File: config.mk
export PLATFORM = sky130hd
export DESIGN_NAME = synth_device_flat
export DESIGN_NICKNAME = d
export VERILOG_FILES = /design/src/design/synth_pkg.sv /design/src/design/synth_link_if.sv /design/src/design/synth_device.sv /design/src/flat_wrapper.sv
export SDC_FILE = /design/constraint.sdc
export NUM_CORES = 1
export LEC_CHECK = 0
export BUFFER_PORTS_ARGS = -buffer_cell sky130_fd_sc_hd__buf_2
export CAP_MARGIN = 20
export CORE_MARGIN = 4
export CORE_UTILIZATION = 30
export CTS_CLUSTER_DIAMETER = 200
export CTS_CLUSTER_SIZE = 8
export DETAILED_ROUTE_END_ITERATION = 16
export MAX_ROUTING_LAYER = met4
export PLACE_DENSITY = 0.54
export SYNTH_ARGS = -nofsm -noshare
export SYNTH_HDL_FRONTEND = slang
export SYNTH_SLANG_ARGS = --single-unit
File: constraint.sdc
create_clock -name clk_sys -period 2.6 [get_ports clk_sys]
set_clock_uncertainty 0.2 [all_clocks]
set_input_delay 0.26 -clock clk_sys [delete_from_list [all_inputs] [get_ports clk_sys]]
set_output_delay 0.26 -clock clk_sys [all_outputs]
set_load 0.03 [all_outputs]
File: src/design/synth_pkg.sv
// Shared constants and types for the synthesizer serial load link.
// Summary of operation
// [RULE1] Eight-clock frame loads the configuration byte only.
// [RULE2] Fifteen or twenty-four clocks load reference divider.
// [RULE3] Sixteen-clock frame loads feedback divider only.
// [RULE4] Feedback load jam-loads both down-counters together.
// [RULE5] Bit 7 inverts single output, swaps pair.
// [RULE6] Bit 6 high: single output on, pair high.
// [RULE7] Bit 6 low: pair on, single output floats.
// [RULE8] Bit 5 low holds lock indicator low.
// [RULE9] Bits 4..2 choose reference output divide.
// [RULE10] Power-up clears configuration except divide-by-8 select.
// [RULE11] Bits 1,0 enable feedback and reference pulses.
// [RULE12] Single output pulses only while out of lock.
// [RULE13] Controller reruns initialisation after uncertain power-up.
// [RULE14] Count clocks during enable, decode at release.
package synth_pkg;
   // =========================================================
   // Configuration byte layout and reset value.
   localparam int CFG_INVERT = 7;
   localparam int CFG_SELECT = 6;
   localparam int CFG_LOCK_EN = 5;
   localparam int CFG_TAP_HI = 4;
   localparam int CFG_TAP_LO = 2;
   localparam int CFG_FB_EN = 1;
   localparam int CFG_REF_EN = 0;
   localparam logic [7:0] CFG_RESET = 8'h10;
   localparam logic [14:0] REF_DIV_RESET = 15'h0000;
   localparam logic [15:0] FB_DIV_RESET = 16'h0000;
   // =========================================================
   // Frame lengths in serial clocks.
   localparam logic [4:0] LEN_CONFIG = 5'h08;
   localparam logic [4:0] LEN_REF_SHORT = 5'h0F;
   localparam logic [4:0] LEN_REF_LONG = 5'h18;
   localparam logic [4:0] LEN_FEEDBACK = 5'h10;
   // =========================================================
   // Serial clock timing at 40 MHz system clock.
   localparam int CLK_PERIOD_NS = 25;
   localparam int SCLK_HALF_NS = 100;
   localparam int SCLK_HALF_CYC =
      (SCLK_HALF_NS + CLK_PERIOD_NS - 1) / CLK_PERIOD_NS;
   // =========================================================
   // Controller register map.
   localparam logic [3:0] REG_CTRL = 4'h0;
   localparam logic [3:0] REG_DATA = 4'h4;
   localparam logic [3:0] REG_STATUS = 4'h8;
   localparam int CTRL_GO = 2;
   localparam int CTRL_INIT = 3;
   typedef enum logic [1:0] {
      KIND_CONFIG,
      KIND_REF_SHORT,
      KIND_REF_LONG,
      KIND_FEEDBACK
   } frame_kind_t;
endpackage : synth_pkg

File: src/design/synth_link_if.sv
// Serial programming link between controller and synthesizer.
`timescale 1ns/1ps
interface synth_link_if;
   logic sclk;
   logic sdata;
   logic load_enable_n;
   modport device (
      input sclk,
      input sdata,
      input load_enable_n
   );
   modport host (
      output sclk,
      output sdata,
      output load_enable_n
   );
endinterface : synth_link_if

File: src/design/synth_device.sv
// Synthesizer end: serial loader, divider registers, outputs.
`timescale 1ns/1ps
module synth_device (
   input wire logic clk_sys,
   input wire logic nrst,
   input wire logic ce,
   synth_link_if.device link,
   input wire logic oscillator_input,
   input wire logic feedback_input,
   output logic buffered_reference_output,
   output logic divided_reference_pulse,
   output logic divided_feedback_pulse,
   output logic lock_indicator,
   output logic single_ended_detector_out,
   output logic single_ended_detector_oe,
   output logic detector_ref_out,
   output logic detector_fb_out,
   output logic [7:0] output_configuration
);
   import synth_pkg::*;

   // =========================================================
   // Serial front end
   logic sclk_q;
   logic enable_q;
   logic [23:0] shift;
   logic [4:0] bit_count;
   logic sclk_rise;
   logic frame_end;
   logic [14:0] ref_divider;
   logic [15:0] fb_divider;
   logic jam_load;

   // Rising serial clock inside a frame, and the release of the enable.
   assign sclk_rise = link.sclk && !sclk_q && !link.load_enable_n;
   assign frame_end = link.load_enable_n && !enable_q;

   // Remembers last serial clock and enable levels for edge detection.
   always_ff @(posedge clk_sys or negedge nrst) begin
      if (!nrst) begin
         sclk_q <= 1'b0;
         enable_q <= 1'b1;
      end else if (ce) begin
         sclk_q <= link.sclk;
         enable_q <= link.load_enable_n;
      end
   end

   // Shifts data in and counts clocks while enable is low.
   always_ff @(posedge clk_sys or negedge nrst) begin
      if (!nrst) begin
         shift <= 24'h00_0000;
         bit_count <= 5'h00;
      end else if (ce) begin
         if (link.load_enable_n) begin
            bit_count <= 5'h00; // see [RULE14]
         end else if (sclk_rise) begin
            shift <= {shift[22:0], link.sdata};
            if (bit_count != 5'h1F) begin
               bit_count <= bit_count + 5'h01; // see [RULE14]
            end
         end
      end
   end

   // Decodes destination from clock count at enable release.
   always_ff @(posedge clk_sys or negedge nrst) begin
      if (!nrst) begin
         output_configuration <= CFG_RESET; // see [RULE10]
         ref_divider <= REF_DIV_RESET;
         fb_divider <= FB_DIV_RESET;
         jam_load <= 1'b0;
      end else if (ce) begin
         jam_load <= 1'b0;
         if (frame_end) begin
            if (bit_count == LEN_CONFIG) begin
               output_configuration <= shift[7:0]; // see [RULE1]
            end else if (bit_count == LEN_REF_SHORT ||
                         bit_count == LEN_REF_LONG) begin
               ref_divider <= shift[14:0]; // see [RULE2]
            end else if (bit_count == LEN_FEEDBACK) begin
               fb_divider <= shift[15:0]; // see [RULE3]
               jam_load <= 1'b1; // see [RULE4]
            end
            // Any other count is dropped, see [RULE14].
         end
      end
   end

   // =========================================================
   // Counters and reference tap
   logic osc_q;
   logic fin_q;
   logic osc_rise;
   logic fin_rise;
   logic [14:0] ref_count;
   logic [15:0] fb_count;
   logic ref_event;
   logic fb_event;
   logic [3:0] prescale;
   logic [2:0] tap_sel;

   assign osc_rise = oscillator_input && !osc_q;
   assign fin_rise = feedback_input && !fin_q;
   assign ref_event = osc_rise && ref_count <= 15'h0001;
   assign fb_event = fin_rise && fb_count <= 16'h0001;
   assign tap_sel = output_configuration[CFG_TAP_HI:CFG_TAP_LO];

   // Edge history of the oscillator and feedback inputs.
   always_ff @(posedge clk_sys or negedge nrst) begin
      if (!nrst) begin
         osc_q <= 1'b0;
         fin_q <= 1'b0;
      end else if (ce) begin
         osc_q <= oscillator_input;
         fin_q <= feedback_input;
      end
   end

   // Down-counters; a feedback load restarts both at once.
   always_ff @(posedge clk_sys or negedge nrst) begin
      if (!nrst) begin
         ref_count <= REF_DIV_RESET;
         fb_count <= FB_DIV_RESET;
      end else if (ce) begin
         if (jam_load) begin
            ref_count <= ref_divider; // see [RULE4]
            fb_count <= fb_divider; // see [RULE4]
         end else begin
            if (osc_rise) begin
               ref_count <= ref_event ? ref_divider : ref_count - 15'h0001;
            end
            if (fin_rise) begin
               fb_count <= fb_event ? fb_divider : fb_count - 16'h0001;
            end
         end
      end
   end

   // Oscillator prescaler feeding the reference output taps.
   always_ff @(posedge clk_sys or negedge nrst) begin
      if (!nrst) begin
         prescale <= 4'h0;
      end else if (ce && osc_rise) begin
         prescale <= prescale + 4'h1;
      end
   end

   // Selects the reference output divide.
   always_ff @(posedge clk_sys or negedge nrst) begin
      if (!nrst) begin
         buffered_reference_output <= 1'b0;
      end else if (ce) begin
         unique case (tap_sel) // see [RULE9]
            3'b000: buffered_reference_output <= 1'b0;
            3'b001: buffered_reference_output <= oscillator_input;
            3'b010: buffered_reference_output <= prescale[0];
            3'b011: buffered_reference_output <= prescale[1];
            3'b100,
            3'b110: buffered_reference_output <= prescale[2];
            3'b101,
            3'b111: buffered_reference_output <= prescale[3];
         endcase
      end
   end

   // =========================================================
   // Phase detector and gated outputs
   logic ref_ahead;
   logic fb_ahead;
   logic ref_pulse_q;
   logic fb_pulse_q;
   logic out_of_lock;
   logic invert;
   logic use_single;

   assign out_of_lock = ref_ahead || fb_ahead;
   assign invert = output_configuration[CFG_INVERT];
   assign use_single = output_configuration[CFG_SELECT];

   // Tracks which divided edge came first; cleared when both arrive.
   always_ff @(posedge clk_sys or negedge nrst) begin
      if (!nrst) begin
         ref_ahead <= 1'b0;
         fb_ahead <= 1'b0;
      end else if (ce) begin
         if (jam_load) begin
            ref_ahead <= 1'b0; // see [RULE4]
            fb_ahead <= 1'b0;
         end else begin
            if ((ref_event || ref_ahead) && (fb_event || fb_ahead)) begin
               ref_ahead <= 1'b0;
               fb_ahead <= 1'b0;
            end else begin
               ref_ahead <= ref_ahead || ref_event;
               fb_ahead <= fb_ahead || fb_event;
            end
         end
      end
   end

   // Divided pulses, one oscillator or feedback input period wide, held low when off.
   always_ff @(posedge clk_sys or negedge nrst) begin
      if (!nrst) begin
         ref_pulse_q <= 1'b0;
         fb_pulse_q <= 1'b0;
      end else if (ce) begin
         if (osc_rise) begin
            ref_pulse_q <= ref_event;
         end
         if (fin_rise) begin
            fb_pulse_q <= fb_event;
         end
      end
   end

   // Registered drive of all detector, lock and pulse pins.
   always_ff @(posedge clk_sys or negedge nrst) begin
      if (!nrst) begin
         divided_reference_pulse <= 1'b0;
         divided_feedback_pulse <= 1'b0;
         lock_indicator <= 1'b0;
         single_ended_detector_out <= 1'b0;
         single_ended_detector_oe <= 1'b0;
         detector_ref_out <= 1'b1;
         detector_fb_out <= 1'b1;
      end else if (ce) begin
         divided_reference_pulse <= ref_pulse_q &&
            output_configuration[CFG_REF_EN]; // see [RULE11]
         divided_feedback_pulse <= fb_pulse_q &&
            output_configuration[CFG_FB_EN]; // see [RULE11]
         lock_indicator <= output_configuration[CFG_LOCK_EN] &&
            !out_of_lock; // see [RULE8]
         // Drives only while a correction is pending.
         single_ended_detector_oe <= use_single && out_of_lock; // see [RULE12]
         single_ended_detector_out <= ref_ahead ^ invert; // see [RULE5]
         if (use_single) begin
            detector_ref_out <= 1'b1; // see [RULE6]
            detector_fb_out <= 1'b1; // see [RULE6]
         end else begin
            // The pair is active; single output stays floating.
            detector_ref_out <= invert ? !fb_ahead : !ref_ahead; // see [RULE7]
            detector_fb_out <= invert ? !ref_ahead : !fb_ahead; // see [RULE5]
         end
      end
   end
endmodule : synth_device

File: src/flat_wrapper.sv
// flat-port wrapper written by rule: the top's interface ports become plain ports
module synth_device_flat import synth_pkg::*;
  (clk_sys, nrst, ce, oscillator_input, feedback_input, buffered_reference_output, divided_reference_pulse, divided_feedback_pulse, lock_indicator, single_ended_detector_out, single_ended_detector_oe, detector_ref_out, detector_fb_out, output_configuration, link_sclk, link_sdata, link_load_enable_n);
  synth_link_if link_i ();
  input wire logic clk_sys;
  input wire logic nrst;
  input wire logic ce;
  input wire logic oscillator_input;
  input wire logic feedback_input;
  output logic buffered_reference_output;
  output logic divided_reference_pulse;
  output logic divided_feedback_pulse;
  output logic lock_indicator;
  output logic single_ended_detector_out;
  output logic single_ended_detector_oe;
  output logic detector_ref_out;
  output logic detector_fb_out;
  output logic [7:0] output_configuration;
  input wire logic [$bits(link_i.sclk)-1:0] link_sclk;
  input wire logic [$bits(link_i.sdata)-1:0] link_sdata;
  input wire logic [$bits(link_i.load_enable_n)-1:0] link_load_enable_n;
  assign link_i.sclk = link_sclk;
  assign link_i.sdata = link_sdata;
  assign link_i.load_enable_n = link_load_enable_n;
  synth_device u_core (.clk_sys(clk_sys), .nrst(nrst), .ce(ce), .link(link_i), .oscillator_input(oscillator_input), .feedback_input(feedback_input), .buffered_reference_output(buffered_reference_output), .divided_reference_pulse(divided_reference_pulse), .divided_feedback_pulse(divided_feedback_pulse), .lock_indicator(lock_indicator), .single_ended_detector_out(single_ended_detector_out), .single_ended_detector_oe(single_ended_detector_oe), .detector_ref_out(detector_ref_out), .detector_fb_out(detector_fb_out), .output_configuration(output_configuration));
endmodule
==> impl_metrics.env, run 1 <==
export IMPL_cts_clk_slew_worst_paths_ps=80
export IMPL_cts_buffers=9
export IMPL_core_area_um2=17500
export IMPL_yosys_area_share_simple_pct=13.7
export IMPL_whs_ps=16.8
export IMPL_final_layout_size_suffix_gt1_share_pct=26.6
export IMPL_synthMuxAreaShare_pct=15.8
export IMPL_detail_route_antenna_nets=0
export IMPL_ys_top_cells_by_area="dfrtp_1, mux2_2, mux2i_1"
export IMPL_grt_max_degree=113
export IMPL_synth_top_area_share_pct=49.9
export IMPL_vias=3824
export IMPL_rsz0062_at_grt="no"
export IMPL_globalplace_congestion=0.798
export IMPL_synth_compound_area_share_pct=12.5
export IMPL_postSynthAreaPerCell_um2=11.4
export IMPL_initial_core_util_pct=31.0
export IMPL_portBuffers=23
export IMPL_startpoint_type="flop"
export IMPL_cp_slowest_cell="or4_4"
export IMPL_grt_pass1_wl_um=20200
export IMPL_drt_total_wl_um=11900
export IMPL_powerDensity_nw_per_um2=624
export IMPL_cts_sinks=112
export IMPL_min_period_over_period_pct=95.8
export IMPL_yosys_area_top_type="dfrtp_1"
export IMPL_grt_overflow_total=0
export IMPL_synth_area_um2=5420
export IMPL_synth_seq_cells=112
export IMPL_max_stage_delay_ps=560
export IMPL_antenna_found_initial=0
export IMPL_p_leak_nw=2.81
export IMPL_synth_common_cells="dfrtp_1, mux2_2, o21ai_0"
export IMPL_dp_worst_setup_slack_ps=102
export IMPL_critPathBufInv=1
export IMPL_tightest_slew_ps=964
export IMPL_drc=0
export IMPL_synth_flop_cell="dfrtp_1"
export IMPL_finalMaxSlewViolations=0
export IMPL_htreeDepth=3
export IMPL_fmax_mhz=402
export IMPL_required_ps=2670
export IMPL_die_y_um=142
export IMPL_crit_family="simple AND/OR/NAND/NOR gates"
export IMPL_yosys_warnings=0
export IMPL_dp_hpwl_um=8150
export IMPL_synth_xor_area_share_pct=0.647
export IMPL_vdd_drop_max_uv=334
export IMPL_cp_end_kind="flop"
export IMPL_power_mw=3.89
export IMPL_maxSlewHeadroom_pct=35.3
export IMPL_drt_initial_drc_count=204
export IMPL_tns_ps=0
export IMPL_cp_max_fo=9
export IMPL_timing_final_crit_period_ps=2490
export IMPL_yosysUniqueCellTypes=60
export IMPL_track_usage_pct=12.8
export IMPL_synth_edff_count=0
export IMPL_placed_cells=722
export IMPL_die_area_um2=20300
export IMPL_outcome="completed"
export IMPL_async_flop_share_pct=100
export IMPL_synth_most_common_cell="dfrtp_1"
export IMPL_viasPerCell=5.14
export IMPL_io_pins=24
export IMPL_hold_class="in -> reg"
export IMPL_firstDrtPassIters=4
export IMPL_cp_data_arrival_time_ps=2560
export IMPL_cpMostUsedCell="or4_4"
export IMPL_rows=48
export IMPL_syn_inst=476
export IMPL_layoutNonFillerInstCount=744
export IMPL_finalSetupViolations=0
export IMPL_syn_num_nets=492
export IMPL_synth_top_family_by_area="multiplexers"
export IMPL_hold_viol_final=0
export IMPL_diodes=0
export IMPL_worstSetupPathType="reg -> reg"
export IMPL_path_cells="or4_4 -> or4_4 -> o21ba_2 -> buf_4 -> mux2i_1 -> a22oi_1"
export IMPL_syn_to_final_growth_pct=15.2
export IMPL_fin_nets=530
export IMPL_cts_root_buf="clkbuf_16"
export IMPL_postLayoutSetupSlackWorst_ps=110
export IMPL_tritoncts="done"
export IMPL_wire_per_inst_um=16.0
export IMPL_clkLatencyLatePin_ps=360
export IMPL_die_w_um=142
export IMPL_yosysSeqAreaShare_pct=51.8
export IMPL_grt_pass1_vias=3888
export IMPL_synth_fa_ha_area_share_pct=1.85
export IMPL_clk_path_buf_depth=2
export IMPL_max_cap_violations=0
[layout by cell type (no fill, tap or decap), drive strengths merged, types with 2 or more instances in the layout]
cell type,instances
mux2i,18
or4,8
clkinv,4
o311ai,5
inv,21
o21a,5
nor3,20
a21oi,21
clkbuf,9
o21ba,2
nand4b,4
nand4,5
o211ai,3
nor2b,2
nand2,24
ha,8
buf,45
o2bb2ai,7
a21o,4
o21ai,29
mux2,60
a2bb2oi,8
a22o,2
nor3b,5
xnor2,3
dfrtp,108
nand3,22
nor4b,2
dfstp,4
nor2,22
a22oi,5
dlygate4sd3,6
nor4,10
[timing repair]
action / in CTS / in global routing
hold endpoints to repair: 114 / 0
setup endpoints to repair: 0 / 1
resized for setup: 0 / 1
setup buffers: 0 / 0
hold buffers: 6 / 0
[logic make-up after synthesis]
kind of cell | count (synthesis)
compound gates | 100
flops | 112
simple gates | 132
xor+xnor | 4
fa+ha+maj | 8
buf+inv | 42
mux | 78
[worst register-to-register path: stages (launching register included)]
cell	delay (ps)
dfrtp_1	400
or4_4	560
or4_4	440
o21ba_2	280
buf_4	190
mux2i_1	120
a22oi_1	200
[metrics by stage]
stage          util, %  area, µm²
4_1_cts           35.7       6240
3_3_place_gp      33.6       5880
5_1_grt           35.7       6240
2_1_floorplan        -       5420
6_report          35.7       6240
3_5_place_dp      33.6       5880
[cell type report]
cell class              count  area (µm²)
repair buffers             51         355
flip-flops and latches    112        2810
fillers                  1729       11200
inverters                  18        67.6
multi-input cells         322        2420
clock buffers               9         225
clock inverters             7        77.6
well taps                 225         282
[sequential cells by signal, summed over array words and instances (netlist names), 4 cells and up]
signal and count:
u_core.shift 16, u_core.fb_count 16, u_core.ref_divider 15, u_core.prescale 4
u_core.output_configuration 8, u_core.fb_divider 16, u_core.bit_count 5, u_core.ref_count 15
[metal layers]
layer,vias up,GRT usage (%),share of wire (%)
met1,1915,17.1,49
li1,1846,-,-
met2,45,19.3,47
met4,0,4.10,1.7
met5,-,-,0
met3,18,3.26,2.5
[final timing paths]
kind / cells past startpoint / slack [ps] / start / to
setup / recovery: 6 / 110 / u_core.fb_count[11]$_DFFE_PN0P_ / u_core.fb_count[12]$_DFFE_PN0P_
hold / removal: 3 / 20 / ce / u_core.single_ended_detector_oe$_DFFE_PN0P_
setup reg to reg: 6 / 110 / u_core.fb_count[11]$_DFFE_PN0P_ / u_core.fb_count[12]$_DFFE_PN0P_
hold reg to reg: 1 / 280 / u_core.prescale[3]$_DFFE_PN0P_ / u_core.prescale[3]$_DFFE_PN0P_
max in group asynchronous: 3 / 1420 / nrst / u_core.shift[14]$_DFFE_PN0P_
min in group asynchronous: 3 / 290 / nrst / u_core.bit_count[1]$_DFFE_PN0P_
[report_power, final]
part	total [mW]	switching, mW	leakage, nW	internal, mW
registers	2.05	0.168	1.46	1.88
logic	0.458	0.245	1.21	0.213
clock network	1.38	0.700	0.149	0.684
(Power assumes the default switching activity.)
==> run 2: changes to the inputs <==
CORE_MARGIN = not set   (was 4)
CTS_BUF_LIST = sky130_fd_sc_hd__clkbuf_8   (was not set)
==> impl_metrics.env, run 2 (synthesis results as in run 1) <==
export IMPL_outcome="completed"
export IMPL_timing_final_crit_period_ps=2520
export IMPL_rows=48
export IMPL_cp_max_fo=9
export IMPL_drt_total_wl_um=12200
export IMPL_whs_ps=265
export IMPL_grt_overflow_total=0
export IMPL_firstDrtPassIters=4
export IMPL_hold_class="in -> async"
export IMPL_drt_initial_drc_count=218
export IMPL_htreeDepth=3
export IMPL_antenna_found_initial=0
export IMPL_die_y_um=136
export IMPL_placed_cells=723
export IMPL_max_cap_violations=0
export IMPL_fmax_mhz=397
export IMPL_cts_root_buf="clkbuf_8"
export IMPL_reg_top3="u_core.fb_count: 16 flops, u_core.fb_divider: 16 flops, u_core.shift: 16 flops"
export IMPL_initial_core_util_pct=31.0
export IMPL_cp_data_arrival_time_ps=2540
export IMPL_cts_clk_slew_worst_paths_ps=100
export IMPL_startpoint_type="flop"
export IMPL_p_leak_nw=2.80
export IMPL_postLayoutSetupSlackWorst_ps=83.5
export IMPL_diodes=0
export IMPL_clkLatencyLatePin_ps=390
export IMPL_vdd_drop_max_uv=232
export IMPL_wire_per_inst_um=16.4
export IMPL_vias=3884
export IMPL_clk_path_buf_depth=2
export IMPL_finalMaxSlewViolations=0
export IMPL_drc=0
export IMPL_detail_route_antenna_nets=0
export IMPL_powerDensity_nw_per_um2=591
export IMPL_tritoncts="done"
export IMPL_viasPerCell=5.20
export IMPL_layout_common_cells="dfrtp_1, mux2_2, o21ai_0"
export IMPL_dp_worst_setup_slack_ps=82.1
export IMPL_syn_to_final_growth_pct=14.7
export IMPL_die_w_um=136
export IMPL_finalSetupViolations=0
export IMPL_dp_hpwl_um=8430
export IMPL_grt_pass1_wl_um=21000
export IMPL_required_ps=2620
export IMPL_min_period_over_period_pct=96.8
export IMPL_cts_buffers=9
export IMPL_cp_end_kind="flop"
export IMPL_tightest_slew_ps=1020
export IMPL_globalplace_congestion=0.825
export IMPL_seqCellArea_um2=2810
export IMPL_final_common_cell="dfrtp_1"
export IMPL_track_usage_pct=15.0
export IMPL_cts_sinks=112
export IMPL_multi_input_area_um2=2440
export IMPL_final_layout_size_suffix_gt1_share_pct=27.2
export IMPL_grt_max_degree=53
export IMPL_maxSlewHeadroom_pct=31.4
export IMPL_grt_pass1_vias=4061
export IMPL_num_fill_cells=1716
export IMPL_layoutNonFillerInstCount=747
export IMPL_fin_nets=533
export IMPL_portBuffers=23
export IMPL_io_pins=24
export IMPL_worstSetupPathType="reg -> reg"
export IMPL_hold_viol_final=0
export IMPL_die_area_um2=18600
export IMPL_core_area_um2=17500
==> run 2: cell count changes in the layout (fill, tap and decap cells not counted), sizes merged <==
| cell | previous run | this run |
|---|---|---|
| inv | 21 | 20 |
| dlygate4sd3 | 6 | 7 |
| clkinv | 4 | 1 |
| clkinvlp | 0 | 2 |
| buf | 45 | 47 |
| bufinv | 0 | 2 |
==> run 2: per-layer routing <==
metal	part of all wire, %	vias to the layer above	GRT usage, %	routed length (µm)
li1	-	1839	-	-
met1	47	1976	19.2	5760
met2	48	59	23.9	5910
met3	3.4	10	3.50	419
met4	1.1	0	3.52	140
met5	0	-	-	0
==> run 2: power breakdown <==
part / internal, mW / switching (mW) / leakage (nW)
logic: 0.218 / 0.251 / 1.23
registers: 1.88 / 0.170 / 1.46
clock network: 0.545 / 0.607 / 0.107
==> run 2: final timing paths <==
| check | from | endpoint | slack [ps] | depth (start not counted) |
|---|---|---|---|---|
| max in group asynchronous | nrst | u_core.fb_divider[2]$_DFFE_PN0P_ | 1280 | 3 |
| worst min-delay path | nrst | u_core.bit_count[1]$_DFFE_PN0P_ | 270 | 2 |
| worst max register to register | u_core.fb_count[9]$_DFFE_PN0P_ | u_core.fb_count[12]$_DFFE_PN0P_ | 80 | 6 |
| worst max-delay path | u_core.fb_count[9]$_DFFE_PN0P_ | u_core.fb_count[12]$_DFFE_PN0P_ | 80 | 6 |
| min in group clk_sys | u_core.prescale[3]$_DFFE_PN0P_ | u_core.prescale[3]$_DFFE_PN0P_ | 270 | 1 |
| worst min register to register | u_core.prescale[3]$_DFFE_PN0P_ | u_core.prescale[3]$_DFFE_PN0P_ | 270 | 1 |
==> run 2: final cells by class <==
class,instances,area share (%)
inverter,18,1.09
timing repair buffer,54,6.33
clock inverter,7,1.55
multi-input combinational,322,39.3
clock buffer,9,1.99
tap,225,4.53
sequential,112,45.2
==> run 2: what timing repair did <==
action,in CTS,in global routing
resized for setup,0,5
setup buffers,0,1
setup endpoints to repair,0,10
endpoints found under the hold margin,53,0
hold buffers,7,0
==> run 2: through the flow <==
step / power [mW] / util, % / area, µm² / TNS, ps
floorplan: 2.35 / - / 5420 / 0
global placement: 2.52 / 33.7 / 5900 / 0
detailed placement: 2.55 / 33.7 / 5900 / 0
CTS: 3.72 / 35.4 / 6190 / 0
global route: 3.88 / 35.5 / 6210 / -5.30
finish: 3.67 / 35.5 / 6210 / 0
==> run 2: critical path, cell delays in order (launching register included) <==
cell     delay [ps]
dfrtp_1         450
or4_4           530
or4_4           460
o21ba_4         270
buf_4           180
mux2i_1         150
a22oi_1         110
